===== src/common/itc_params.svh =====
// Constants of the interval and event count timer
`ifndef ITC_PARAMS_SVH
`define ITC_PARAMS_SVH
// ----------------------------------------------------------------------
// Counter geometry
// ----------------------------------------------------------------------
`define ITC_CNT_W 16
`define ITC_CNT_ZERO 16'h0000
`define ITC_CNT_ONE 16'h0001
`define ITC_CNT_MAX 16'hFFFF
`define ITC_NUM_CH 3
`define ITC_CH_MSB 47
// ----------------------------------------------------------------------
// Timer mode field codes
// ----------------------------------------------------------------------
`define ITC_MODE_INTERVAL 3'h0
`define ITC_MODE_EVENT 3'h1
// ----------------------------------------------------------------------
// Event edge select codes
// ----------------------------------------------------------------------
`define ITC_EDGE_NONE 2'h0
`define ITC_EDGE_RISE 2'h1
`define ITC_EDGE_FALL 2'h2
`define ITC_EDGE_BOTH 2'h3
`endif


===== src/common/itc_pkg.sv =====
// Types shared by the interval and event count timer
package itc_pkg;
    // ------------------------------------------------------------------
    // Types
    // ------------------------------------------------------------------
    typedef logic [15:0] itc_count_t;
    typedef enum logic [1:0] {ITC_IDLE, ITC_ARMED, ITC_RUN} itc_state_e;
endpackage


===== src/rtl/itc_timer.sv =====
// Interval and event count timer unit with three channel compares
`include "itc_params.svh"
module itc_timer
(
    input wire logic REF_CLK_I,
    input wire logic RST_I,
    input wire logic CE_I,
    input wire logic COUNT_ENABLE_I,
    input wire logic [2:0] TIMER_MODE_I,
    input wire logic EVENT_SOURCE_SELECT_I,
    input wire logic [1:0] EVENT_EDGE_SEL_I,
    input wire logic COUNT_TICK_I,
    input wire logic EVENT_COUNT_I,
    input wire logic [15:0] PERIOD_COMPARE_I,
    input wire logic PERIOD_WR_I,
    input wire logic [`ITC_CH_MSB:0] CHANNEL_COMPARE_I,
    input wire logic [`ITC_NUM_CH-1:0] CHANNEL_WR_I,
    output logic [15:0] COUNTER_O,
    output logic PERIOD_MATCH_IRQ_O,
    output logic [`ITC_NUM_CH-1:0] CHANNEL_MATCH_IRQ_O,
    output logic PERIOD_TOGGLE_OUT_O,
    output logic [`ITC_NUM_CH-1:0] CHANNEL_TOGGLE_OUT_O,
    output logic [`ITC_NUM_CH:0] TOGGLE_OE_O
);
    // ------------------------------------------------------------------
    // Declarations
    // ------------------------------------------------------------------
    itc_pkg::itc_state_e state;
    itc_pkg::itc_state_e next_state;
    itc_pkg::itc_count_t count;
    itc_pkg::itc_count_t next_count;
    itc_pkg::itc_count_t period_compare_buffer;
    itc_pkg::itc_count_t channel_compare_buffers [`ITC_NUM_CH];
    logic ev_s1;
    logic ev_s2;
    logic ev_s3;
    logic ev_lvl;
    logic next_ev_lvl;
    logic ev_rise;
    logic ev_fall;
    logic ev_edge;
    logic enable_q;
    logic enable_rise;
    logic mode_interval;
    logic mode_event;
    logic mode_ok;
    logic use_events;
    logic tick;
    logic run_tick;
    logic start_tick;
    logic period_hit;
    logic period_toggle;
    logic [`ITC_NUM_CH-1:0] channel_hit;

    // ------------------------------------------------------------------
    // Event input synchroniser
    // ------------------------------------------------------------------
    // Three stages; the first feeds only the second
    always_ff @(posedge REF_CLK_I or posedge RST_I)
    begin
        if (RST_I)
        begin
            ev_s1 <= 1'b0;
            ev_s2 <= 1'b0;
            ev_s3 <= 1'b0;
            ev_lvl <= 1'b0;
        end
        else if (CE_I)
        begin
            ev_s1 <= EVENT_COUNT_I;
            ev_s2 <= ev_s1;
            ev_s3 <= ev_s2;
            ev_lvl <= next_ev_lvl;
        end
    end

    // A level change counts only once two stages agree, rejecting glitches
    assign next_ev_lvl = (ev_s2 == ev_s3) ? ev_s3 : ev_lvl;
    assign ev_rise = next_ev_lvl & ~ev_lvl;
    assign ev_fall = ~next_ev_lvl & ev_lvl;
    assign ev_edge = ((EVENT_EDGE_SEL_I == `ITC_EDGE_RISE) & ev_rise)
        | ((EVENT_EDGE_SEL_I == `ITC_EDGE_FALL) & ev_fall)
        | ((EVENT_EDGE_SEL_I == `ITC_EDGE_BOTH) & (ev_rise | ev_fall));

    // ------------------------------------------------------------------
    // Mode and count source decode
    // ------------------------------------------------------------------
    // Unsupported mode codes simply keep the counter parked
    assign mode_interval = (TIMER_MODE_I == `ITC_MODE_INTERVAL);
    assign mode_event = (TIMER_MODE_I == `ITC_MODE_EVENT);
    assign mode_ok = mode_interval | mode_event;
    assign use_events = mode_event | EVENT_SOURCE_SELECT_I;
    assign tick = use_events ? ev_edge : COUNT_TICK_I;
    assign enable_rise = COUNT_ENABLE_I & ~enable_q;
    // Event count mode clears at once, so its first match takes D0 edges
    assign start_tick = (state == itc_pkg::ITC_ARMED)
        & (tick | mode_event);
    assign run_tick = (state == itc_pkg::ITC_RUN) & tick;

    // ------------------------------------------------------------------
    // Sequencer
    // ------------------------------------------------------------------
    // In interval mode ARMED waits for a first count that clears
    // FFFFH to 0000H and toggles the period output; event count mode leaves ARMED on the next clock, without waiting for an edge
    always_comb
    begin
        next_state = state;
        unique case (state)
            itc_pkg::ITC_IDLE:
            begin
                if (enable_rise && mode_ok)
                    next_state = itc_pkg::ITC_ARMED;
            end
            itc_pkg::ITC_ARMED:
            begin
                if (!COUNT_ENABLE_I || !mode_ok)
                    next_state = itc_pkg::ITC_IDLE;
                else if (start_tick)
                    next_state = itc_pkg::ITC_RUN;
            end
            itc_pkg::ITC_RUN:
            begin
                if (!COUNT_ENABLE_I || !mode_ok)
                    next_state = itc_pkg::ITC_IDLE;
            end
        endcase
    end

    // ------------------------------------------------------------------
    // Counter next value and compare hits
    // ------------------------------------------------------------------
    // Match is seen as the counter lands on a value; the clear follows
    // on the next count, so a period spans D0+1 counts
    assign next_count = start_tick ? `ITC_CNT_ZERO
        : (count == period_compare_buffer) ? `ITC_CNT_ZERO
        : count + `ITC_CNT_ONE;
    assign period_hit = run_tick
        & (next_count == period_compare_buffer);
    assign period_toggle = mode_interval
        & (period_hit | start_tick);

    // Channel compares never feed the clear path
    genvar gi;
    generate
        for (gi = 0; gi < `ITC_NUM_CH; gi++)
        begin : g_ch
            assign channel_hit[gi] = run_tick
                & (next_count == channel_compare_buffers[gi]);

            // Buffer follows any rewrite at once and reloads on start
            always_ff @(posedge REF_CLK_I or posedge RST_I)
            begin
                if (RST_I)
                    channel_compare_buffers[gi] <= `ITC_CNT_MAX;
                else if (CE_I && (CHANNEL_WR_I[gi] || enable_rise))
                    channel_compare_buffers[gi] <=
                        CHANNEL_COMPARE_I[gi*`ITC_CNT_W +: `ITC_CNT_W];
            end

            // Channel output toggles only in interval mode
            always_ff @(posedge REF_CLK_I or posedge RST_I)
            begin
                if (RST_I)
                    CHANNEL_TOGGLE_OUT_O[gi] <= 1'b0;
                else if (CE_I && mode_interval && channel_hit[gi])
                    CHANNEL_TOGGLE_OUT_O[gi] <=
                        ~CHANNEL_TOGGLE_OUT_O[gi];
            end
        end
    endgenerate

    // ------------------------------------------------------------------
    // Counter, period buffer and enable history
    // ------------------------------------------------------------------
    // Stopping parks the counter at FFFFH ready for the start clear
    always_ff @(posedge REF_CLK_I or posedge RST_I)
    begin
        if (RST_I)
        begin
            state <= itc_pkg::ITC_IDLE;
            enable_q <= 1'b0;
            count <= `ITC_CNT_MAX;
        end
        else if (CE_I)
        begin
            state <= next_state;
            enable_q <= COUNT_ENABLE_I;
            if (next_state != itc_pkg::ITC_RUN)
                count <= `ITC_CNT_MAX;
            else if (start_tick || run_tick)
                count <= next_count;
        end
    end

    // Anytime write: a rewrite reaches the compare at once, even below
    // the running count, which then wraps before matching
    always_ff @(posedge REF_CLK_I or posedge RST_I)
    begin
        if (RST_I)
            period_compare_buffer <= `ITC_CNT_MAX;
        else if (CE_I && (PERIOD_WR_I || enable_rise))
            period_compare_buffer <= PERIOD_COMPARE_I;
    end

    // ------------------------------------------------------------------
    // Registered outputs and decoded pin enables
    // ------------------------------------------------------------------
    // Interrupt outputs register each cycle's hit and hold while CE_I is low; no overflow is ever flagged
    always_ff @(posedge REF_CLK_I or posedge RST_I)
    begin
        if (RST_I)
        begin
            PERIOD_MATCH_IRQ_O <= 1'b0;
            CHANNEL_MATCH_IRQ_O <= '0;
            PERIOD_TOGGLE_OUT_O <= 1'b0;
        end
        else if (CE_I)
        begin
            PERIOD_MATCH_IRQ_O <= period_hit;
            CHANNEL_MATCH_IRQ_O <= channel_hit;
            if (period_toggle)
                PERIOD_TOGGLE_OUT_O <= ~PERIOD_TOGGLE_OUT_O;
        end
        else
        begin
            PERIOD_MATCH_IRQ_O <= PERIOD_MATCH_IRQ_O;
            CHANNEL_MATCH_IRQ_O <= CHANNEL_MATCH_IRQ_O;
        end
    end

    // Readback is a plain tap of the live counter
    assign COUNTER_O = count;
    // Pins are released in event count mode
    assign TOGGLE_OE_O = {(`ITC_NUM_CH + 1){mode_interval}};
endmodule


===== config.mk =====
export PLATFORM = sky130hd
export DESIGN_NAME = itc_timer
export DESIGN_NICKNAME = d
export VERILOG_FILES = /design/src/common/itc_pkg.sv /design/src/rtl/itc_timer.sv
export VERILOG_INCLUDE_DIRS = /design/src /design/src/common
export SDC_FILE = /design/constraint.sdc
export NUM_CORES = 1
export LEC_CHECK = 0
export BUFFER_PORTS_ARGS = -buffer_cell sky130_fd_sc_hd__clkbuf_2
export CORE_MARGIN = 3
export CORE_UTILIZATION = 51
export DETAILED_ROUTE_END_ITERATION = 10
export PLACE_DENSITY_LB_ADDON = 0.2
export SYNTH_ARGS = -nofsm -noshare
export SYNTH_HDL_FRONTEND = slang
export SYNTH_SLANG_ARGS = --single-unit

===== constraint.sdc =====
create_clock -name REF_CLK_I -period 3.22 [get_ports REF_CLK_I]
set_clock_uncertainty 0.2 [all_clocks]
set_input_delay 0 -clock REF_CLK_I [delete_from_list [all_inputs] [get_ports REF_CLK_I]]
set_output_delay 0 -clock REF_CLK_I [all_outputs]
set_load 0.02 [all_outputs]

[After elaboration in Yosys (flattened, before gate mapping)]
Index checks and enable logic that the tools add are counted.
Cells by class
  add/subtract/negate cells: 1
  equal/unequal tests: 13
  muxes and demuxes: 11
  bitwise gates (word level): 27
  reduce and logical (&&, ||, !) cells: 22
Operators with widths (number)
  16-bit equality test: 5
  16-bit two-way mux: 4
  16-bit by 1-bit adder with 16-bit output, second input constant: 1
  1-bit AND: 13
  1-bit logical AND: 9
  2-bit two-way mux: 4
  1-bit NOT: 7
  1-bit bitwise OR: 7
  2-bit equality test, second input constant: 3
  1-bit logical OR: 6
  2-bit case mux with 3 select lines: 1
  2-bit by 1-bit equality test with 1-bit output, second input constant: 2
  2-bit AND reduction: 2
  3-bit by 1-bit equality test with 1-bit output, second input constant: 1
  3-bit zero test: 1
  1-bit zero test: 2
  2-bit zero test: 1
  1-bit two-way mux: 2
  2-bit inequality test, second input constant: 1
  2-bit nonzero test: 1
  1-bit equality test: 1
Word-level totals
  register bits: 95
  input bits: 80

[Logic depth before layout (Yosys ltp)]
  depth after elaboration: 16
  depth in mapped cells: 15
  mapped depth without buffers: 11

[Worst setup path after synthesis]
Ideal clock, no wire load.
  path type: flip-flop to flip-flop
  start: register ev_lvl
  end: register CHANNEL_TOGGLE_OUT_O[0]
  setup time: 0.079 ns
  data arrival time: 3.187 ns
  data required time: 2.941 ns
  slack: -0.246 ns
  stages on the path, launching flop included: 14
  buffers on the path: 2
  period minus slack after synthesis: 3.466 ns
  cell sequence: dfrtp_1 maj3_1 inv_1 ha_1 and2_1 o32a_1 nand2_1 clkbuf_1 or2_1 buf_2 o31ai_1 or4_4 nor4_2 xor2_1
Between the ends
  cells in the longest elaborated chain, start to end: 13
  elaborated cells on any way between the ends: 19
Ends and longest elaborated chain
  start, declared: RTL line itc_timer.sv:37  | logic ev_lvl;
  start signal, assigned: RTL line itc_timer.sv:73  | ev_lvl <= next_ev_lvl;
  1-bit two-way mux *: RTL line itc_timer.sv:78  | assign next_ev_lvl = (ev_s2 == ev_s3) ? ev_s3 : ev_lvl;
  named net next_ev_lvl: RTL line itc_timer.sv:38  | logic next_ev_lvl;
  1-bit NOT: RTL line itc_timer.sv:80  | assign ev_fall = ~next_ev_lvl & ev_lvl;
  1-bit AND: RTL line itc_timer.sv:80
  1-bit AND / 1-bit bitwise OR (equally long branches): RTL line itc_timer.sv:82, itc_timer.sv:83
  1-bit bitwise OR / 1-bit AND (equally long branches): RTL line itc_timer.sv:81, itc_timer.sv:83
  1-bit bitwise OR *: RTL line itc_timer.sv:81  | assign ev_edge = ((EVENT_EDGE_SEL_I == `ITC_EDGE_RISE) & ev_rise)
  1-bit two-way mux *: RTL line itc_timer.sv:93  | assign tick = use_events ? ev_edge : COUNT_TICK_I;
  1-bit bitwise OR: RTL line itc_timer.sv:97  | & (tick | mode_event);
  1-bit AND: RTL line itc_timer.sv:97
  16-bit two-way mux (no source line)
  16-bit equality test: RTL line itc_timer.sv:148  | & (next_count == channel_compare_buffers[gi]);
  1-bit AND *: RTL line itc_timer.sv:148
  1-bit logical AND *: RTL line itc_timer.sv:165  | else if (CE_I && mode_interval && channel_hit[gi])
  end signal, assigned by index: RTL line itc_timer.sv:166  | CHANNEL_TOGGLE_OUT_O[gi] <=
  end, declared: RTL line itc_timer.sv:22  | output logic [`ITC_NUM_CH-1:0] CHANNEL_TOGGLE_OUT_O,
Mark *: on every way through the listed nets, which the timed path passes. The rest lies on a longest branch.
A chain may end at the register's enable or synchronous reset.

[Final worst setup path]
  start: register count[1], in the netlist COUNTER_O[1]
  end: register CHANNEL_MATCH_IRQ_O[0]
Between the ends
  cells in the longest elaborated chain, start to end: 5
  elaborated cells on any way between the ends: 6
Ends and longest elaborated chain
  start, declared: RTL line itc_timer.sv:30  | itc_pkg::itc_count_t count;
  start signal, assigned: RTL line itc_timer.sv:182  | count <= `ITC_CNT_MAX;
  start signal, assigned: RTL line itc_timer.sv:189  | count <= `ITC_CNT_MAX;
  start signal, assigned: RTL line itc_timer.sv:191  | count <= next_count;
  16-bit by 1-bit adder with 16-bit output (no source line) / 16-bit equality test (equally long branches)
  16-bit two-way mux (no source line) * (2 in a row)
  16-bit equality test *: RTL line itc_timer.sv:148
  1-bit AND *: RTL line itc_timer.sv:148
  end signal, assigned: RTL line itc_timer.sv:220  | CHANNEL_MATCH_IRQ_O <= channel_hit;
  end, declared: RTL line itc_timer.sv:20  | output logic [`ITC_NUM_CH-1:0] CHANNEL_MATCH_IRQ_O,
Every way passes the cells marked *; elsewhere a longest branch is shown, timed or not.

==> flow_metrics.py <==
metrics = {
    "status": {
        "outcome": "finished, violations left",
        "violations": "setup timing",
    },
    "place": {
        "place_inst": 913,
        "numPortBuffers": 107,
        "gp_congestion": 0.977,
        "placed_area_sq_um": 7390,
        "hpwl_mm": 15.3,
    },
    "cells_and_area": {
        "diodes": 0,
        "drive_above_1_share": 0.487,
        "stdcell_count": 1011,
        "area_growth_pct": 42.7,
        "post-route-cell-area_sq_um": 8770,
        "nets": 948,
        "post-route-util": 0.755,
    },
    "critical_path": {
        "crit_chain": "ha_2 > nand3_1 > buf_4 > or4_1 > and2_4 > a211o_1 > a32oi_1 > a221o_1 > buf_4 > nor3_2 > mux2_2",
        "cp-end-kind": "flop",
        "cp_slowest_cell": "dfstp_2",
        "worstSetupPathType": "flop to flop",
        "worst_setup_path_start_kind": "flop",
        "worstPathMaxFanout": 9,
        "worstRegToRegCells": 11,
        "cp.arrival_ns": 3.33,
        "path_common_cell": "buf_4",
        "required_ns": 3.27,
        "critPathMaxStageDelay_ns": 0.61,
    },
    "timing": {
        "setup_viol": 7,
        "clock.fmax_mhz": 305,
        "worstMarginPinSlew_ns": 0.650,
        "slew_viol_final": 0,
        "hold_viol": 0,
        "final.period_utilization": 1.02,
        "fin_tns_setup_ns": -0.158,
        "rsz0062_at_grt": "true",
        "period_minus_slack_ns": 3.28,
        "layout_setup_ws_ns": -0.0609,
        "slew_headroom": 0.565,
    },
    "routing": {
        "drc": 0,
        "vias_per_cell": 6.13,
        "drt_pass1_iterations": 5,
        "drtIter0Drc": 582,
        "vias": 6199,
        "wl_per_cell_um": 22.2,
        "ant_nets": 0,
        "drt-total-wl_mm": 22.4,
    },
    "logic_synthesis": {
        "synthTopCellsByCount": "dfstp_2, mux2_2, o21ai_0",
        "synth_top_cell_area_share": 0.342,
        "syn_nets": 698,
        "yosys.area.top_type": "dfstp_2",
        "yosys_warnings": 0,
        "ys_ff_latch": 95,
        "syn_area_sq_um": 6140,
        "synth_cell_type_count": 68,
        "yosysMostFrequentCell": "dfstp_2",
        "synth_cells": 613,
        "avgSynthCellArea_sq_um": 10.0,
        "ys.flop_type": "dfstp_2",
        "synth_edf_count": 0,
        "synthTopCellsByArea": "dfstp_2, mux2_2, dfrtp_1",
        "seq_area_frac_synth": 0.403,
        "synth-async-reset-ratio": 1.00,
    },
    "die": {
        "coreArea_sq_um": 11600,
        "start_util": 0.529,
        "rows": 39,
        "dieHeight_um": 116,
        "die_area_sq_um": 13400,
        "io_pins": 108,
        "die_x_um": 116,
    },
    "power": {
        "clock_power_share": 0.152,
        "power_leakage_nw": 3.82,
        "p_switching_mw": 3.41,
        "pwr-share-comb": 0.602,
        "internal_power_mw": 4.41,
        "p_sw_frac": 0.436,
        "pwr-share-seq": 0.246,
        "p_per_area_nw_per_um2": 891,
        "power_mw": 7.82,
        "max-vdd-ir-drop_mv": 0.556,
    },
    "cts": {
        "numCtsBuffers": 9,
        "clk_pin_slew_ns": 0.07,
        "cts_root_buf": "clkbuf_16",
        "cts.sink_count": 95,
        "htreeDepth": 3,
        "clk_latency_ns": 0.36,
        "cts_tree": "done",
        "clock_path_buffers": 2,
    },
    "global_routing": {
        "grt_overflow": 0,
        "grt_pass1_wl_mm": 34.0,
        "antenna_found_initial": 0,
        "track_usage": 0.336,
        "grt_max_degree": 36,
        "grt_pass1_vias": 6208,
    },
    "flow_run": {
        "maxCapViolCount": 0,
    },
    "worst_hold_path": {
        "hold_class": "input pin to asynchronous set/reset pin",
    },
}
==> sequential cells by signal (all words and copies together) (netlist names) <==
name                     cells
CHANNEL_MATCH_IRQ_O          3
CHANNEL_TOGGLE_OUT_O         3
COUNTER_O                   16
PERIOD_MATCH_IRQ_O           1
PERIOD_TOGGLE_OUT_O          1
channel_compare_buffers     48
enable_q                     1
ev_lvl                       1
ev_s1                        1
ev_s2                        1
ev_s3                        1
period_compare_buffer       16
state                        2
==> kinds of logic (layout without fill, tap and decap cells) <==
logic type,after synthesis,in the layout,synth area share
XOR/XNOR,48,48,0.0774
flip-flops,95,95,0.403
buffers and inverters,70,325,0.0509
AO/OA/AOI/OAI,166,166,0.182
multiplexers,70,70,0.128
adder cells (fa/ha/maj),6,6,0.0118
AND/OR/NAND/NOR,158,158,0.146
==> per-layer routing <==
metal  routed length [um]  GRT usage
met3                 1600     0.0543
met4                  715      0.146
met5                    0          0
met1                 9300      0.442
met2                10800      0.549
==> final timing paths <==
path / slack [ns] / startpoint / end
max: -0.06 / COUNTER_O[1]$_DFFE_PP1P_ / CHANNEL_MATCH_IRQ_O[0]$_DFFE_PP0P_
min: 0.03 / RST_I / PERIOD_TOGGLE_OUT_O$_DFFE_PP0P_
max reg2reg: -0.06 / COUNTER_O[1]$_DFFE_PP1P_ / CHANNEL_MATCH_IRQ_O[0]$_DFFE_PP0P_
min reg2reg: 0.27 / CHANNEL_TOGGLE_OUT_O[0]$_DFFE_PP0P_ / CHANNEL_TOGGLE_OUT_O[0]$_DFFE_PP0P_
max in group asynchronous: 1.93 / RST_I / channel_compare_buffers[35]$_DFFE_PP1P_
min in group REF_CLK_I: 0.05 / EVENT_SOURCE_SELECT_I / state[0]$_DFFE_PP0P_
==> critical path: cells and delay by family (launching register included) <==
kind | cells | cell delay (ns)
AO/OA/AOI/OAI | 3 | 0.71
AND/OR/NAND/NOR | 4 | 0.84
adder cells (fa/ha/maj) | 1 | 0.21
multiplexers | 1 | 0.27
buffers and inverters | 2 | 0.33
flip-flops | 1 | 0.61
==> power by group through the flow <==
stage	logic [mW]	registers [mW]	clock network, mW
floorplan	2.30	1.88	0
global placement	3.98	1.90	0
detailed placement	4.03	1.92	0
CTS	4.32	1.90	1.19
global route	4.98	1.95	1.24
finish	4.71	1.92	1.19
==> stage by stage <==
| step | setup slack [ns] | hold slack (ns) |
|---|---|---|
| floorplan | 0.0103 | -0.0489 |
| global placement | -0.0698 | -0.165 |
| detailed placement | -0.165 | -0.147 |
| CTS | 0.00158 | 0.0117 |
| global route | -0.232 | 0.0661 |
| finish | -0.0609 | 0.0251 |
==> timing repair <==
action	4_1_cts	5_1_grt
cloned	1	0
hold endpoints to repair	95	0
buffers inserted	4	8
hold buffers	69	0
pin swaps	2	13
endpoints found under the setup margin	24	24
resized for setup	21	30
==> layout by cell type (no fill, tap or decap), types with 5 or more instances in the layout <==
cell type and instances:
xnor2_1 28, nor4_4 5, xnor2_2 6, a21oi_1 26, clkbuf_16 9, o211ai_1 5, nand3b_1 5, nor4_1 7
nand2_1 29, o21ai_0 38, buf_4 100, nand4_1 13, nor2_1 36, inv_1 25, o21ai_1 9, xor2_1 9
dfstp_2 80, o221ai_1 6, o31ai_1 7, nand3_1 10, o22ai_1 6, a211oi_1 5, dlygate4sd3_1 69, nor2b_1 6
a31oi_1 10, nor3_1 7, clkbuf_2 107, mux2_2 69, dfrtp_1 15
==> final cells by class <==
| cell class | count | area [sq um] |
|---|---|---|
| fillers | 796 | 2840 |
| well taps | 143 | 179 |
| inverters | 27 | 103 |
| multi-input cells | 448 | 3610 |
| clock buffers | 11 | 243 |
| repair buffers | 282 | 2080 |
| flip-flops and latches | 95 | 2480 |
| clock inverters | 5 | 81.3 |
Note: power is estimated with default switching activity, not from simulation.
